--- config.mk ---
export PLATFORM = sky130hd
export DESIGN_NAME = dph_host
export DESIGN_NICKNAME = d
export VERILOG_FILES = /design/src/include/dph_pkg.sv /design/src/rtl/dph_host.sv /design/src/rtl/dph_sync.sv
export VERILOG_INCLUDE_DIRS = /design/src /design/src/include
export SDC_FILE = /design/constraint.sdc
export NUM_CORES = 1
export LEC_CHECK = 0
export BUFFER_PORTS_ARGS = -buffer_cell sky130_fd_sc_hd__buf_4
export CAP_MARGIN = 30
export CELL_PAD_IN_SITES_DETAIL_PLACEMENT = 0
export CELL_PAD_IN_SITES_GLOBAL_PLACEMENT = 1
export CORE_MARGIN = 5
export CORE_UTILIZATION = 42
export DETAILED_ROUTE_END_ITERATION = 16
export PLACE_DENSITY = 0.84
export SYNTH_ARGS = -nofsm -noshare
export SYNTH_HDL_FRONTEND = slang
export SYNTH_HIERARCHICAL = 1
export SYNTH_SLANG_ARGS = --single-unit
--- constraint.sdc ---
create_clock -name sys_clk_i -period 2.7 [get_ports sys_clk_i]
set_input_delay 0.135 -clock sys_clk_i [delete_from_list [all_inputs] [get_ports sys_clk_i]]
set_output_delay 0.135 -clock sys_clk_i [all_outputs]
set_load 0.02 [all_outputs]
--- src/include/dph_regs.svh ---
// Timing counts, widths and field positions for the dual-port RAM port host.
// Assumes a 50 MHz system clock and the slowest speed grade of the RAM.
// Summary of operation
// Reads keep read/write high throughout.
// Memory: port select, lane low; token: token select.
// Token reads use token select, not address sequencing.
// Write needs select, lane and read/write low.
// Read/write high whenever address lines change.
// Select with write low keeps RAM outputs floating.
// Claim token by writing zero on request bit.
// Simultaneous claims grant the token to one port.
// Token is free after reset.
// Port select high across token write and read-back.
// Earlier port wins location; other sees busy.
// Busy follows address match, releases on mismatch.
// Busy on select onto held location, released after.
// Release token by writing one on request bit.
// Token read returns ownership seen by this port.
`ifndef DPH_REGS_SVH
`define DPH_REGS_SVH

`define DPH_ADDR_W        13
`define DPH_DATA_W        16
`define DPH_TOKEN_BIT     0
`define DPH_CLK_NS        20
`define DPH_T_AA_NS       55
`define DPH_T_SOP_NS      20
`define DPH_T_PS_NS       5
`define DPH_SYNC_CYC      2
`define DPH_ACC_CYC       ((`DPH_T_AA_NS + `DPH_CLK_NS - 1) / `DPH_CLK_NS)
`define DPH_ACT_CYC       (`DPH_ACC_CYC + `DPH_SYNC_CYC)
`define DPH_REC_CYC       ((`DPH_T_SOP_NS + `DPH_CLK_NS - 1) / `DPH_CLK_NS)

`endif

--- src/include/dph_pkg.sv ---
// Types shared by the dual-port RAM port host.
// Assumes dph_regs.svh is on the include path.
`include "dph_regs.svh"

package dph_pkg;

  typedef enum logic [2:0] {
    DPH_MEM_READ      = 3'h0,
    DPH_MEM_WRITE     = 3'h1,
    DPH_TOKEN_CLAIM   = 3'h2,
    DPH_TOKEN_RELEASE = 3'h3,
    DPH_TOKEN_READ    = 3'h4
  } dph_kind_t;

  typedef enum logic [2:0] {
    DPH_IDLE    = 3'h0,
    DPH_SETUP   = 3'h1,
    DPH_ACTIVE  = 3'h2,
    DPH_BUSY    = 3'h3,
    DPH_RECOVER = 3'h4,
    DPH_DONE    = 3'h5
  } dph_state_t;

  typedef struct packed {
    dph_kind_t               kind;
    logic [`DPH_ADDR_W-1:0]  addr;
    logic [`DPH_DATA_W-1:0]  data;
    logic                    upper_lane;
    logic                    lower_lane;
  } dph_cmd_t;

  typedef struct packed {
    logic [`DPH_ADDR_W-1:0]  addr;
    logic                    port_select_n;
    logic                    token_select_n;
    logic                    read_write;
    logic                    output_enable_n;
    logic                    upper_lane_enable_n;
    logic                    lower_lane_enable_n;
    logic [`DPH_DATA_W-1:0]  data;
    logic                    data_oe;
  } dph_pins_t;

endpackage

--- src/rtl/dph_host.sv ---
// Host controller that drives one port of an asynchronous dual-port RAM.
// Assumes the RAM port pins are wired directly; busy and data come back unsynchronised.
`timescale 1ns/1ns
`default_nettype none
`include "dph_regs.svh"

module dph_host (
  input  wire logic                   sys_clk_i,
  input  wire logic                   reset_n_i,
  input  wire logic                   cmd_valid_i,
  output logic                        cmd_ready_o,
  input  wire dph_pkg::dph_cmd_t      cmd_i,
  output logic                        rsp_valid_o,
  output logic [`DPH_DATA_W-1:0]      rsp_data_o,
  output logic                        rsp_token_held_o,
  output dph_pkg::dph_pins_t          pins_o,
  input  wire logic [`DPH_DATA_W-1:0] data_i,
  input  wire logic                   busy_n_i
);

  localparam logic [3:0] ACT_CYC = 4'(`DPH_ACT_CYC);
  localparam logic [3:0] REC_CYC = 4'(`DPH_REC_CYC);

  dph_pkg::dph_state_t st;
  dph_pkg::dph_cmd_t   cur;
  logic [3:0]          cnt;
  logic                readback;
  logic [`DPH_DATA_W-1:0] data_s;
  logic                busy_n_s;

  dph_sync #(.W(`DPH_DATA_W), .RST_VAL('0)) u_data_sync (
    .sys_clk_i (sys_clk_i),
    .reset_n_i (reset_n_i),
    .async_i   (data_i),
    .sync_o    (data_s)
  );

  dph_sync #(.W(1), .RST_VAL(1'b1)) u_busy_sync (
    .sys_clk_i (sys_clk_i),
    .reset_n_i (reset_n_i),
    .async_i   (busy_n_i),
    .sync_o    (busy_n_s)
  );

  // Decoding of the latched command.
  wire is_token  = (cur.kind != dph_pkg::DPH_MEM_READ) && (cur.kind != dph_pkg::DPH_MEM_WRITE);
  wire claim_wr  = (cur.kind == dph_pkg::DPH_TOKEN_CLAIM) && !readback;
  wire is_write  = (cur.kind == dph_pkg::DPH_MEM_WRITE) ||
                   (cur.kind == dph_pkg::DPH_TOKEN_RELEASE) || claim_wr;
  wire tok_value = (cur.kind == dph_pkg::DPH_TOKEN_RELEASE);
  wire cnt_done  = (cnt == 4'h0);
  wire busy_hit  = !is_token && !busy_n_s;
  wire take_cmd  = cmd_valid_i && cmd_ready_o;
  wire capture   = (st == dph_pkg::DPH_ACTIVE) && cnt_done && !is_write && !busy_hit;
  wire last_ph   = !claim_wr;
  wire [`DPH_DATA_W-1:0] wr_data = is_token ?
                   {{(`DPH_DATA_W-1){1'b0}}, tok_value} : cur.data;

  assign cmd_ready_o = (st == dph_pkg::DPH_IDLE);

  dph_pkg::dph_state_t next_st;
  always_comb begin
    next_st = st;
    case (st)
      dph_pkg::DPH_IDLE:    if (cmd_valid_i) next_st = dph_pkg::DPH_SETUP;
      dph_pkg::DPH_SETUP:   next_st = dph_pkg::DPH_ACTIVE;
      dph_pkg::DPH_ACTIVE: begin
        if (busy_hit) next_st = dph_pkg::DPH_BUSY;
        else if (cnt_done) next_st = dph_pkg::DPH_RECOVER;
      end
      dph_pkg::DPH_BUSY:    if (busy_n_s) next_st = dph_pkg::DPH_SETUP;
      dph_pkg::DPH_RECOVER: begin
        if (cnt_done) next_st = last_ph ? dph_pkg::DPH_DONE : dph_pkg::DPH_SETUP;
      end
      dph_pkg::DPH_DONE:    next_st = dph_pkg::DPH_IDLE;
      default:              next_st = dph_pkg::DPH_IDLE;
    endcase
  end

  always_ff @(posedge sys_clk_i or negedge reset_n_i) begin
    if (!reset_n_i) begin
      st  <= dph_pkg::DPH_IDLE;
      cur <= '0;
      cnt <= 4'h0;
    end else begin
      st <= next_st;
      if (take_cmd) cur <= cmd_i;
      if (next_st == dph_pkg::DPH_ACTIVE && st != dph_pkg::DPH_ACTIVE) cnt <= ACT_CYC - 4'h1;
      else if (next_st == dph_pkg::DPH_RECOVER && st != dph_pkg::DPH_RECOVER) cnt <= REC_CYC - 4'h1;
      else if (!cnt_done) cnt <= cnt - 4'h1;
    end
  end

  // A claim is a token write followed by a read-back of the same token.
  always_ff @(posedge sys_clk_i or negedge reset_n_i) begin
    if (!reset_n_i) readback <= 1'b0;
    else if (take_cmd) readback <= 1'b0;
    else if (st == dph_pkg::DPH_RECOVER && cnt_done && claim_wr) readback <= 1'b1;
  end

  // Pin drive. Select and read/write fall together, so the RAM never drives into our write data.
  dph_pkg::dph_pins_t next_pins;
  always_comb begin
    next_pins                     = pins_o;
    next_pins.port_select_n       = 1'b1;
    next_pins.token_select_n      = 1'b1;
    next_pins.read_write          = 1'b1;
    next_pins.output_enable_n     = 1'b1;
    next_pins.upper_lane_enable_n = 1'b1;
    next_pins.lower_lane_enable_n = 1'b1;
    next_pins.data_oe             = 1'b0;
    if (take_cmd) next_pins.addr = cmd_i.addr;
    if (next_st == dph_pkg::DPH_ACTIVE || next_st == dph_pkg::DPH_BUSY) begin
      if (is_token) begin
        next_pins.token_select_n      = 1'b0;
        next_pins.lower_lane_enable_n = 1'b0;
      end else begin
        next_pins.port_select_n       = 1'b0;
        next_pins.upper_lane_enable_n = !cur.upper_lane;
        next_pins.lower_lane_enable_n = !cur.lower_lane;
      end
    end
    if (next_st == dph_pkg::DPH_ACTIVE) begin
      next_pins.read_write      = !is_write;
      next_pins.output_enable_n = is_write;
      next_pins.data_oe         = is_write;
      next_pins.data            = wr_data;
    end
  end

  always_ff @(posedge sys_clk_i or negedge reset_n_i) begin
    if (!reset_n_i) begin
      pins_o <= '{addr: '0, data: '0, data_oe: 1'b0, read_write: 1'b1, default: 1'b1};
    end else begin
      pins_o <= next_pins;
    end
  end

  // Answer. A token bit read as zero means this port owns it; a token is free after reset.
  always_ff @(posedge sys_clk_i or negedge reset_n_i) begin
    if (!reset_n_i) begin
      rsp_valid_o      <= 1'b0;
      rsp_data_o       <= '0;
      rsp_token_held_o <= 1'b0;
    end else begin
      rsp_valid_o <= (next_st == dph_pkg::DPH_DONE);
      if (capture) begin
        rsp_data_o       <= data_s;
        rsp_token_held_o <= is_token && !data_s[`DPH_TOKEN_BIT];
      end
    end
  end
endmodule

`default_nettype wire

--- src/rtl/dph_sync.sv ---
// Two-flop synchroniser for pins that arrive without relation to sys_clk_i.
// Assumes each bit is independent; multi-bit values are sampled only once stable.
`timescale 1ns/1ns
`default_nettype none

module dph_sync #(
  parameter int          W        = 1,
  parameter logic [W-1:0] RST_VAL = '0
) (
  input  wire logic         sys_clk_i,
  input  wire logic         reset_n_i,
  input  wire logic [W-1:0] async_i,
  output logic      [W-1:0] sync_o
);

  logic [W-1:0] meta;

  always_ff @(posedge sys_clk_i or negedge reset_n_i) begin
    if (!reset_n_i) begin
      meta   <= RST_VAL;
      sync_o <= RST_VAL;
    end else begin
      meta   <= async_i;
      sync_o <= meta;
    end
  end

endmodule

`default_nettype wire

==> impl_metrics.py, run 1 <==
metrics = {
    "outcome": {
        "run_status": "complete, no violations",
    },
    "yosys": {
        "synth_top_cell_area_share": 0.6477,
        "synthSimpleGateAreaFrac": 0.05882,
        "yosysSeqAreaShare": 0.6976,
        "synth_xor_area_frac": 0.002080,
        "syn_area_um2": 4212,
        "synth_area_per_cell_um2": 14.83,
        "synth_nets": 339,
        "ys_types": 36,
        "yosys_warnings": 6,
        "yosys.area.top_type": "dfrtp_1",
        "muxShareOfSynthArea": 0.1771,
        "syn_inst": 284,
        "synth_fa_ha_area_frac": 0.002971,
        "synth_seq_cells": 117,
        "synth_top_family_by_area": "multiplexers",
        "synthTopCellsByArea": "dfrtp_1 65%, mux2_2 14%, dfstp_2 5.0%, mux2i_1 3.8%, nand2_1 1.9%",
        "synth_compound_area_frac": 0.02614,
    },
    "global_route": {
        "grtUsageTotal": 0.1623,
        "grt_remaining_overflow": 0,
        "grt_pass1_vias": 2998,
        "grt_max_degree": 53,
        "grt_pass1_wl_um": 14770,
        "antenna_found_initial": 0,
    },
    "hold_path": {
        "hp-class": "input pin to async pin",
    },
    "worst_setup_path": {
        "crit_chain": "inv_1, ha_1, nor3b_2, a21boi_0, o211a_1, buf_4, mux2i_1",
        "crit_fanout": 16,
        "crit_arrival_ns": 2.45,
        "critical_path_required_ns": 3.08,
        "criticalPathCategory": "flip-flop to flip-flop",
        "end_kind": "flip-flop",
        "critical_path.max_stage_delay_ns": 0.40,
        "critical_path.slowest_cell": "nor3b_2",
        "r2r_cells": 7,
        "worstSetupStartpointType": "flip-flop",
    },
    "placed_design": {
        "dp_hpwl_um": 5742,
        "gp_congestion": 0.8003,
        "io_buffers": 108,
    },
    "timing": {
        "relSlewSlack": 0.5602,
        "finClkSkew_ns": 0.008548,
        "period_minus_slack_ns": 2.071,
        "max_freq_mhz": 482.9,
        "hold_violations": 0,
        "rsz0062_at_grt": "false",
        "setup_viol": 0,
        "fin_crit_sh": 0.7670,
        "worst_pin_slew_ns": 0.6597,
        "setup_tns_ns": 0,
        "drv_slew": 0,
    },
    "clock_tree": {
        "clock_sinks": 117,
        "cts_tree": "built",
        "h-tree-depth": 4,
        "insertion_delay_ns": 0.51,
        "clk_pin_slew_ns": 0.06,
        "cts_buffers": 17,
        "clockBufferDepth": 2,
        "cts_root_buf": "clkbuf_8",
    },
    "detailed_routing": {
        "wirelength_um": 9012,
        "vias": 2792,
        "drc": 0,
        "post_drt_via_cell_ratio": 4.615,
        "wl_per_cell_um": 14.90,
        "firstDrtPassIters": 4,
        "drt_iter0_markers": 87,
        "ant_nets": 0,
    },
    "pwr": {
        "pwr-share-clk": 0.307,
        "p_sw_uw": 2418,
        "p_int_uw": 5072,
        "swShare": 0.3228,
        "peakVddDrop_mv": 0.5255,
        "p_leak_uw": 0.002973,
        "p_seq_frac": 0.361,
        "combPwrFrac": 0.332,
        "powerDensity_nw_per_um2": 1181,
    },
    "die": {
        "pin_count": 109,
        "die_height_um": 110.1,
        "fp.dieW_um": 110.1,
        "fp.dieArea_um2": 12130,
        "start_util": 0.4309,
        "row_count": 36,
        "core_area_um2": 9774,
    },
    "cells_and_area": {
        "num-fill-cells": 729,
        "finish.utilization": 0.6487,
        "areaGrowthSynthToFinish_pct": 50.56,
        "n_antenna_cell": 0,
        "nets": 514,
        "drive_gt1_frac": 0.4449,
    },
    "flow_run": {
        "max_cap_viol_count": 0,
    },
}
power by group through the flow:
stage                     sequential [µW]  combinational, µW  clock [µW]
after global placement               2690               2390           0
after CTS                            2700               2520        2350
after floorplan                      3000               1280           0
final                                2700               2490        2300
after global routing                 2780               2690        2440
after detailed placement             2720               2450           0
repair_timing:
action,CTS,global route
buffers inserted,0,0
hold buffers,53,0
resized for setup,0,0
endpoints found under the hold margin,102,0
kinds of logic (layout without fill, tap and decap cells):
logic type               count (synthesis)  count (layout)
buffers and inverters                   32             220
adder cells (fa/ha/maj)                  1               1
XOR/XNOR                                 1               1
AO/OA/AOI/OAI                           16              16
multiplexers                            68              68
flip-flops                             117             117
AND/OR/NAND/NOR                         49              49
path summary, 6_finish.rpt:
| check | start | to | slack (ns) |
|---|---|---|---|
| setup / recovery | cnt[0] | pins_o[5] | 0.63 |
| hold / removal | reset_n_i | u_data_sync/sync_o[3] | 0.20 |
| setup reg to reg | cnt[0] | pins_o[5] | 0.63 |
| hold reg to reg | u_data_sync/meta[5] | u_data_sync/sync_o[5] | 0.35 |
| max in group asynchronous | reset_n_i | pins_o[20] | 1.74 |
| min in group sys_clk_i | data_i[10] | u_data_sync/meta[10] | 0.27 |
flip-flops by register name (all words and copies together), names as in the netlist:
name,flops
cur,21
cnt,4
u_data_sync/meta,16
readback,1
rsp_data_o,16
rsp_token_held_o,1
u_data_sync/sync_o,16
u_busy_sync/sync_o,1
pins_o,36
rsp_valid_o,1
st,3
u_busy_sync/meta,1
cell usage after synthesis:
master	instances
a211o_1	1
a211oi_1	2
a21boi_0	1
a21oi_1	5
a31oi_1	1
and3_1	1
buf_2	5
buf_6	3
clkbuf_1	4
dfrtp_1	109
dfstp_2	8
ha_1	1
inv_1	20
mux2_1	1
mux2_2	51
mux2i_1	16
nand2_1	21
nand2b_1	2
nand3_1	1
nand4_1	2
nand4b_1	1
nor2_1	10
nor2b_1	1
nor3_1	3
nor3b_1	1
nor3b_2	1
nor4b_2	1
o211a_1	1
o21ai_0	1
o21bai_1	1
o221ai_1	1
o311ai_0	1
o31ai_1	1
or3_1	2
or3b_2	2
xnor2_1	1
through the flow:
| stage | hold WS (ns) | setup WS [ns] | instance area [µm²] | total power, µW | instances |
|---|---|---|---|---|---|
| floorplan | -0.1606 | 0.7674 | 4212 | 4275 | 284 |
| global placement | 0.1911 | 0.7625 | 5189 | 5084 | 520 |
| detailed placement | 0.2045 | 0.6376 | 5189 | 5169 | 520 |
| CTS | 0.2022 | 0.6304 | 6341 | 7569 | 605 |
| global route | 0.2311 | 0.4808 | 6341 | 7909 | 605 |
| finish | 0.1970 | 0.6291 | 6341 | 7489 | 605 |
layout make-up:
class	count	area [µm²]	share of cell area
tap	133	166.4	0.02624
multi-input combinational	135	1134	0.1788
clock inverter	12	166.4	0.02624
inverter	20	75.07	0.01184
sequential	117	2938	0.4633
clock buffer	20	455.4	0.07182
timing repair buffer	168	1406	0.2218
worst max-delay path: cells and delay by family, from the launching register on:
kind,cells,cell delay (ns)
AO/OA/AOI/OAI,2,0.48
buffers and inverters,2,0.32
AND/OR/NAND/NOR,1,0.40
flip-flops,1,0.37
multiplexers,1,0.15
adder cells (fa/ha/maj),1,0.21
per-layer routing:
| layer | global-route usage | wire length, µm | up-vias |
|---|---|---|---|
| li1 | - | - | 1309 |
| met1 | 0.1957 | 3677 | 1389 |
| met2 | 0.2647 | 4647 | 78 |
| met3 | 0.05358 | 502 | 16 |
| met4 | 0.07476 | 184 | 0 |
| met5 | 0 | 0 | - |
layout by cell type (no fill, tap or decap), drive strengths merged, types with 5 or more instances in the layout:
master and n:
clkbuf 20, buf 115, nor2 10, dfstp 8, inv 24, dfrtp 109, a21oi 5, mux2i 16
dlygate4sd3 53, mux2 52, nand2 21
No activity file was read; power rests on OpenSTA's default activity.
==> inputs of run 2 (changes only) <==
clock period = 2.1 ns   (was 2.7 ns; I/O delays follow)
==> run 2 against run 1 <==
Cell area is 0.51% lower. Critical path type unchanged. Sequential share of layout area grew 0.24 points. Clock skew grew 0.00083 ns.
==> impl_metrics.py, run 2 (same netlist as run 1, synthesis figures left out) <==
metrics = {
    "die": {
        "pin_count": 109,
        "start_util": 0.4309,
        "fp.dieW_um": 110.1,
        "fp.dieArea_um2": 12130,
        "core_area_um2": 9774,
        "die_height_um": 110.1,
        "row_count": 36,
    },
    "detailed_routing": {
        "ant_nets": 0,
        "firstDrtPassIters": 4,
        "drt_iter0_markers": 107,
        "wl_per_cell_um": 14.43,
        "drc": 0,
        "wirelength_um": 8757,
        "vias": 2801,
        "post_drt_via_cell_ratio": 4.614,
    },
    "timing": {
        "drv_slew": 0,
        "fin_crit_sh": 0.9114,
        "setup_viol": 0,
        "max_freq_mhz": 522.5,
        "worst_pin_slew_ns": 0.3565,
        "period_minus_slack_ns": 1.914,
        "setup_tns_ns": 0,
        "rsz0062_at_grt": "false",
        "finClkSkew_ns": 0.009381,
        "hold_violations": 0,
        "relSlewSlack": 0.7624,
    },
    "worst_setup_path": {
        "critical_path.slowest_cell": "dfrtp_1",
        "crit_start": "cnt[0]",
        "r2r_start": "cnt[0]",
        "critPathTopFamily": "compound AO/OA/AOI/OAI gates",
        "end_kind": "flip-flop",
        "criticalPathCategory": "flip-flop to flip-flop",
        "crit_arrival_ns": 2.29,
        "critical_path_required_ns": 2.48,
        "critical_path.max_stage_delay_ns": 0.37,
        "critical_path_buf_inv_count": 2,
        "crit_chain": "inv_1, ha_1, nor3b_4, a21boi_0, o211a_1, buf_4, mux2i_1",
        "path_depth": 7,
        "cp-endpoint": "pins_o[12]",
        "worstSetupStartpointType": "flip-flop",
        "r2r_end": "pins_o[12]",
        "crit_fanout": 9,
        "rrSetupSlack_ns": 0.19,
        "r2r_cells": 7,
    },
    "cells_and_area": {
        "nets": 516,
        "finish.utilization": 0.6454,
        "mostFrequentLayoutCell": "buf_4",
        "n_antenna_cell": 0,
        "regMostFlops": "pins_o",
        "mostFrequentLayoutCells": "115 x buf_4, 109 x dfrtp_1, 53 x dlygate4sd3_1, 51 x mux2_2, 21 x nand2_1",
        "reg.largest.list": "pins_o: 36 flops, cur: 21 flops",
        "seqCellArea_um2": 2938,
        "drive_gt1_frac": 0.4473,
        "largest_reg_flops": 36,
        "num-fill-cells": 715,
        "multi_input_area_um2": 1140,
        "areaGrowthSynthToFinish_pct": 49.79,
    },
    "global_route": {
        "antenna_found_initial": 0,
        "grt_max_degree": 68,
        "grtUsageTotal": 0.1577,
        "grt_remaining_overflow": 0,
        "grt_pass1_wl_um": 14320,
        "grt_pass1_vias": 3004,
    },
    "placed_design": {
        "io_buffers": 108,
        "dp_hpwl_um": 5693,
        "gp_congestion": 0.7746,
    },
    "pwr": {
        "peakVddDrop_mv": 0.7484,
        "powerDensity_nw_per_um2": 1485,
        "p_leak_uw": 0.002952,
    },
    "clock_tree": {
        "insertion_delay_ns": 0.51,
        "clockBufferDepth": 2,
        "clk_pin_slew_ns": 0.06,
        "h-tree-depth": 4,
        "cts_root_buf": "clkbuf_8",
        "cts_tree": "built",
        "cts_setup_buffers": 0,
        "clock_sinks": 117,
        "cts_buffers": 17,
    },
    "flow_run": {
        "max_cap_viol_count": 0,
    },
    "hold_path": {
        "hp-class": "input pin to async pin",
    },
    "outcome": {
        "run_status": "complete, no violations",
    },
}
run 2: cell count changes in the layout (fill, tap and decap cells not counted), sizes merged:
cell and change:
bufinv -2, clkinvlp +2, clkbuf -2, inv -1, buf +2, clkinv +3
run 2: layer usage:
metal	GRT usage	up-vias	routed length, µm
met5	0	-	0
met4	0.05453	0	170
met3	0.06115	16	492
met2	0.2665	80	4662
met1	0.1837	1385	3431
li1	-	1320	-
run 2: what timing repair did:
action                     4_1_cts  5_1_grt
resized for setup                0        1
hold buffers                    53        0
hold endpoints to repair       165        0
setup endpoints to repair        0       16
run 2: worst min-delay path by stage:
stage                             to  slack (ns)  cells past startpoint
2_1_floorplan                 cnt[0]       -0.19                      0
3_3_place_gp   u_data_sync/sync_o[5]        0.04                      1
3_5_place_dp           rsp_data_o[5]        0.04                      1
4_1_cts                rsp_data_o[5]        0.04                      2
5_1_grt                rsp_data_o[5]        0.06                      2
6_report       u_data_sync/sync_o[5]        0.05                      2
run 2: final cells by class:
class,instances,area share
flip-flops and latches,117,0.4657
repair buffers,170,0.2273
multi-input cells,135,0.1807
clock buffers,18,0.06783
well taps,133,0.02638
clock inverters,14,0.02023
inverters,20,0.01190
run 2: worst reg2reg max path, delay by kind of cell, from the launching register on:
kind	cells	cell delay, ns
and+or+nand+nor	1	0.33
adders and majority gates	1	0.22
muxes	1	0.14
buffers and inverters	2	0.29
DFF	1	0.37
AOI/OAI and AO/OA	2	0.46
run 2: power by group:
| part | switching, µW | total (µW) | internal, µW |
|---|---|---|---|
| logic | 1650 | 3300 | 1650 |
| clock network | 1020 | 2620 | 1600 |
| registers | 428 | 3440 | 3010 |
| total | 3100 | 9370 | 6270 |
run 2: through the flow:
| stage | setup WS (ns) | std cells | power [µW] | hold WS [ns] | instance area [µm²] |
|---|---|---|---|---|---|
| after floorplan | 0.1674 | 284 | 5496 | -0.1906 | 4212 |
| after global placement | 0.2187 | 522 | 6598 | 0.03724 | 5216 |
| after detailed placement | 0.1172 | 522 | 6711 | 0.04167 | 5216 |
| after CTS | 0.1113 | 607 | 9457 | 0.04402 | 6302 |
| after global routing | 0.007333 | 607 | 9926 | 0.05956 | 6309 |
| final | 0.1861 | 607 | 9369 | 0.04924 | 6309 |
==> inputs of run 3 (changes only) <==
GPL_TIMING_DRIVEN = 0   (was unset)
MAX_ROUTING_LAYER = met4   (was unset)
==> run 3 against run 2 <==
Cell count up 0.99%. Largest power group is now combinational cells. Clock power increased by 12%. Non-clock buffer count up 7. Highest routed layer unchanged.
==> impl_metrics.py, run 3 (same netlist as run 1, synthesis figures left out) <==
metrics = {
    "cells_and_area": {
        "mostFrequentLayoutCells": "112 x buf_4, 109 x dfrtp_1, 53 x dlygate4sd3_1, 51 x mux2_2, 21 x nand2_1",
        "num-fill-cells": 703,
        "largest_reg_flops": 36,
        "n_antenna_cell": 0,
        "regMostFlops": "pins_o",
        "drive_gt1_frac": 0.4500,
        "nets": 523,
        "reg.largest.list": "pins_o: 36 flops, cur: 21 flops",
        "mostFrequentLayoutCell": "buf_4",
        "areaGrowthSynthToFinish_pct": 51.90,
    },
    "clock_tree": {
        "cts_tree": "built",
        "clockBufferDepth": 2,
        "clk_pin_slew_ns": 0.06,
        "h-tree-depth": 4,
        "cts_root_buf": "clkbuf_8",
        "clock_sinks": 117,
        "cts_buffers": 17,
        "insertion_delay_ns": 0.50,
    },
    "detailed_routing": {
        "vias": 2831,
        "post_drt_via_cell_ratio": 4.618,
        "firstDrtPassIters": 6,
        "drc": 0,
        "drt_iter0_markers": 88,
        "wl_per_cell_um": 14.88,
        "wirelength_um": 9119,
        "ant_nets": 0,
    },
    "worst_setup_path": {
        "end_kind": "flip-flop",
        "crit_chain": "buf_6, or3_1, buf_2, a211o_1, o211a_1, buf_6, mux2_1",
        "crit_fanout": 9,
        "critical_path.slowest_cell": "dfrtp_1",
        "crit_arrival_ns": 2.40,
        "crit_top_cell": "buf_6",
        "critical_path.max_stage_delay_ns": 0.37,
        "rrSetupSlack_ns": 0.08,
        "critical_path_required_ns": 2.47,
        "critPathTopFamily": "buffers and inverters",
        "critical_path_buf_inv_count": 3,
        "r2r_start": "cur[32]",
        "r2r_end": "pins_o[1]",
        "r2r_cells": 7,
        "worstSetupStartpointType": "flip-flop",
        "criticalPathCategory": "flip-flop to flip-flop",
    },
    "pwr": {
        "p_seq_frac": 0.349,
        "combPwrFrac": 0.351,
        "peakVddDrop_mv": 0.6683,
        "p_leak_uw": 0.002996,
        "p_int_uw": 6653,
        "pwr-share-clk": 0.300,
        "powerDensity_nw_per_um2": 1528,
        "power_uw": 9776,
        "swShare": 0.3195,
        "p_sw_uw": 3123,
    },
    "die": {
        "pin_count": 109,
        "row_count": 36,
        "fp.dieArea_um2": 12130,
        "core_area_um2": 9774,
        "fp.dieW_um": 110.1,
        "start_util": 0.4309,
        "die_height_um": 110.1,
    },
    "timing": {
        "max_freq_mhz": 494.2,
        "finClkSkew_ns": 0.009591,
        "period_minus_slack_ns": 2.024,
        "hold_slack_ns": 0.1879,
        "setup_tns_ns": 0,
        "hold_violations": 0,
        "relSlewSlack": 0.5093,
        "setup_viol": 0,
        "rsz0062_at_grt": "false",
        "drv_slew": 0,
        "worst_pin_slew_ns": 0.7333,
        "fin_crit_sh": 0.9636,
    },
    "global_route": {
        "grt_pass1_wl_um": 14920,
        "grt_max_degree": 67,
        "grt_remaining_overflow": 0,
        "grtUsageTotal": 0.1685,
        "grt_pass1_vias": 3089,
        "antenna_found_initial": 0,
    },
    "outcome": {
        "run_status": "complete, no violations",
    },
    "hold_path": {
        "hp-class": "input pin to async pin",
    },
    "placed_design": {
        "gp_congestion": 0.7469,
        "io_buffers": 108,
        "dp_hpwl_um": 5881,
    },
    "flow_run": {
        "max_cap_viol_count": 0,
    },
}
## run 3: cell types whose count changed in the layout (fill, tap and decap cells not counted), sizes merged
cell	before	now
buf	117	121
bufinv	1	4
clkbuf	18	22
clkinv	6	3
inv	23	21
## run 3: repair_timing
action,CTS,global route
cloned,0,0
hold buffers,53,0
setup endpoints to repair,27,11
buffers inserted,1,2
pin swaps,1,0
endpoints found under the hold margin,103,0
gates resized for setup,2,3
## run 3: power by group through the flow
stage	combinational (µW)	sequential [µW]	clock, µW
final	3430	3410	2930
after global routing	3710	3500	3120
after CTS	3460	3400	3000
after detailed placement	3340	3420	0
after global placement	3240	3380	0
after floorplan	1640	3850	0
## run 3: routing by layer
metal	GRT usage	vias to the layer above	part of all wire
li1	-	1335	-
met1	0.1975	1406	0.41
met2	0.2795	76	0.52
met3	0.04659	14	0.048
met4	0.06069	0	0.015
met5	-	-	0
## run 3: metrics by stage
step                  util  setup WS [ns]  area, µm²  cells
finish              0.6545        0.07639       6397    613
global route        0.6545        0.01376       6397    613
CTS                 0.6525        0.06370       6377    612
detailed placement  0.5344        -0.3026       5224    527
global placement    0.5309        -0.3175       5189    525
floorplan                -         0.1674       4212    284
## run 3: worst register-to-register path, cell delays in order (launching register included)
cell and delay, ns:
dfrtp_1 0.37, buf_6 0.13, or3_1 0.33, buf_2 0.16, a211o_1 0.31, o211a_1 0.12, buf_6 0.16, mux2_1 0.33
## run 3: worst max-delay path by stage
| stage | startpoint | end | slack (ns) | cells past startpoint |
|---|---|---|---|---|
| final | cur[32] | pins_o[1] | 0.08 | 7 |
| after global routing | cur[32] | pins_o[1] | 0.01 | 7 |
| after CTS | cur[32] | pins_o[16] | 0.06 | 8 |
| after detailed placement | cnt[0] | rsp_data_o[15] | -0.30 | 6 |
| after global placement | st[0] | pins_o[1] | -0.32 | 6 |
| after floorplan | cnt[0] | rsp_data_o[10] | 0.17 | 6 |
## run 3: area by class of cell
| class | instances | area, µm² | share of cell area |
|---|---|---|---|
| plain buffers | 11 | 70.07 | 0.01095 |
| clock buffers | 19 | 431.7 | 0.06748 |
| clock inverters | 12 | 177.7 | 0.02777 |
| inverters | 20 | 75.07 | 0.01173 |
| multi-input cells | 135 | 1140 | 0.1782 |
| flip-flops and latches | 117 | 2938 | 0.4592 |
| well taps | 133 | 166.4 | 0.02601 |
| repair buffers | 166 | 1399 | 0.2187 |
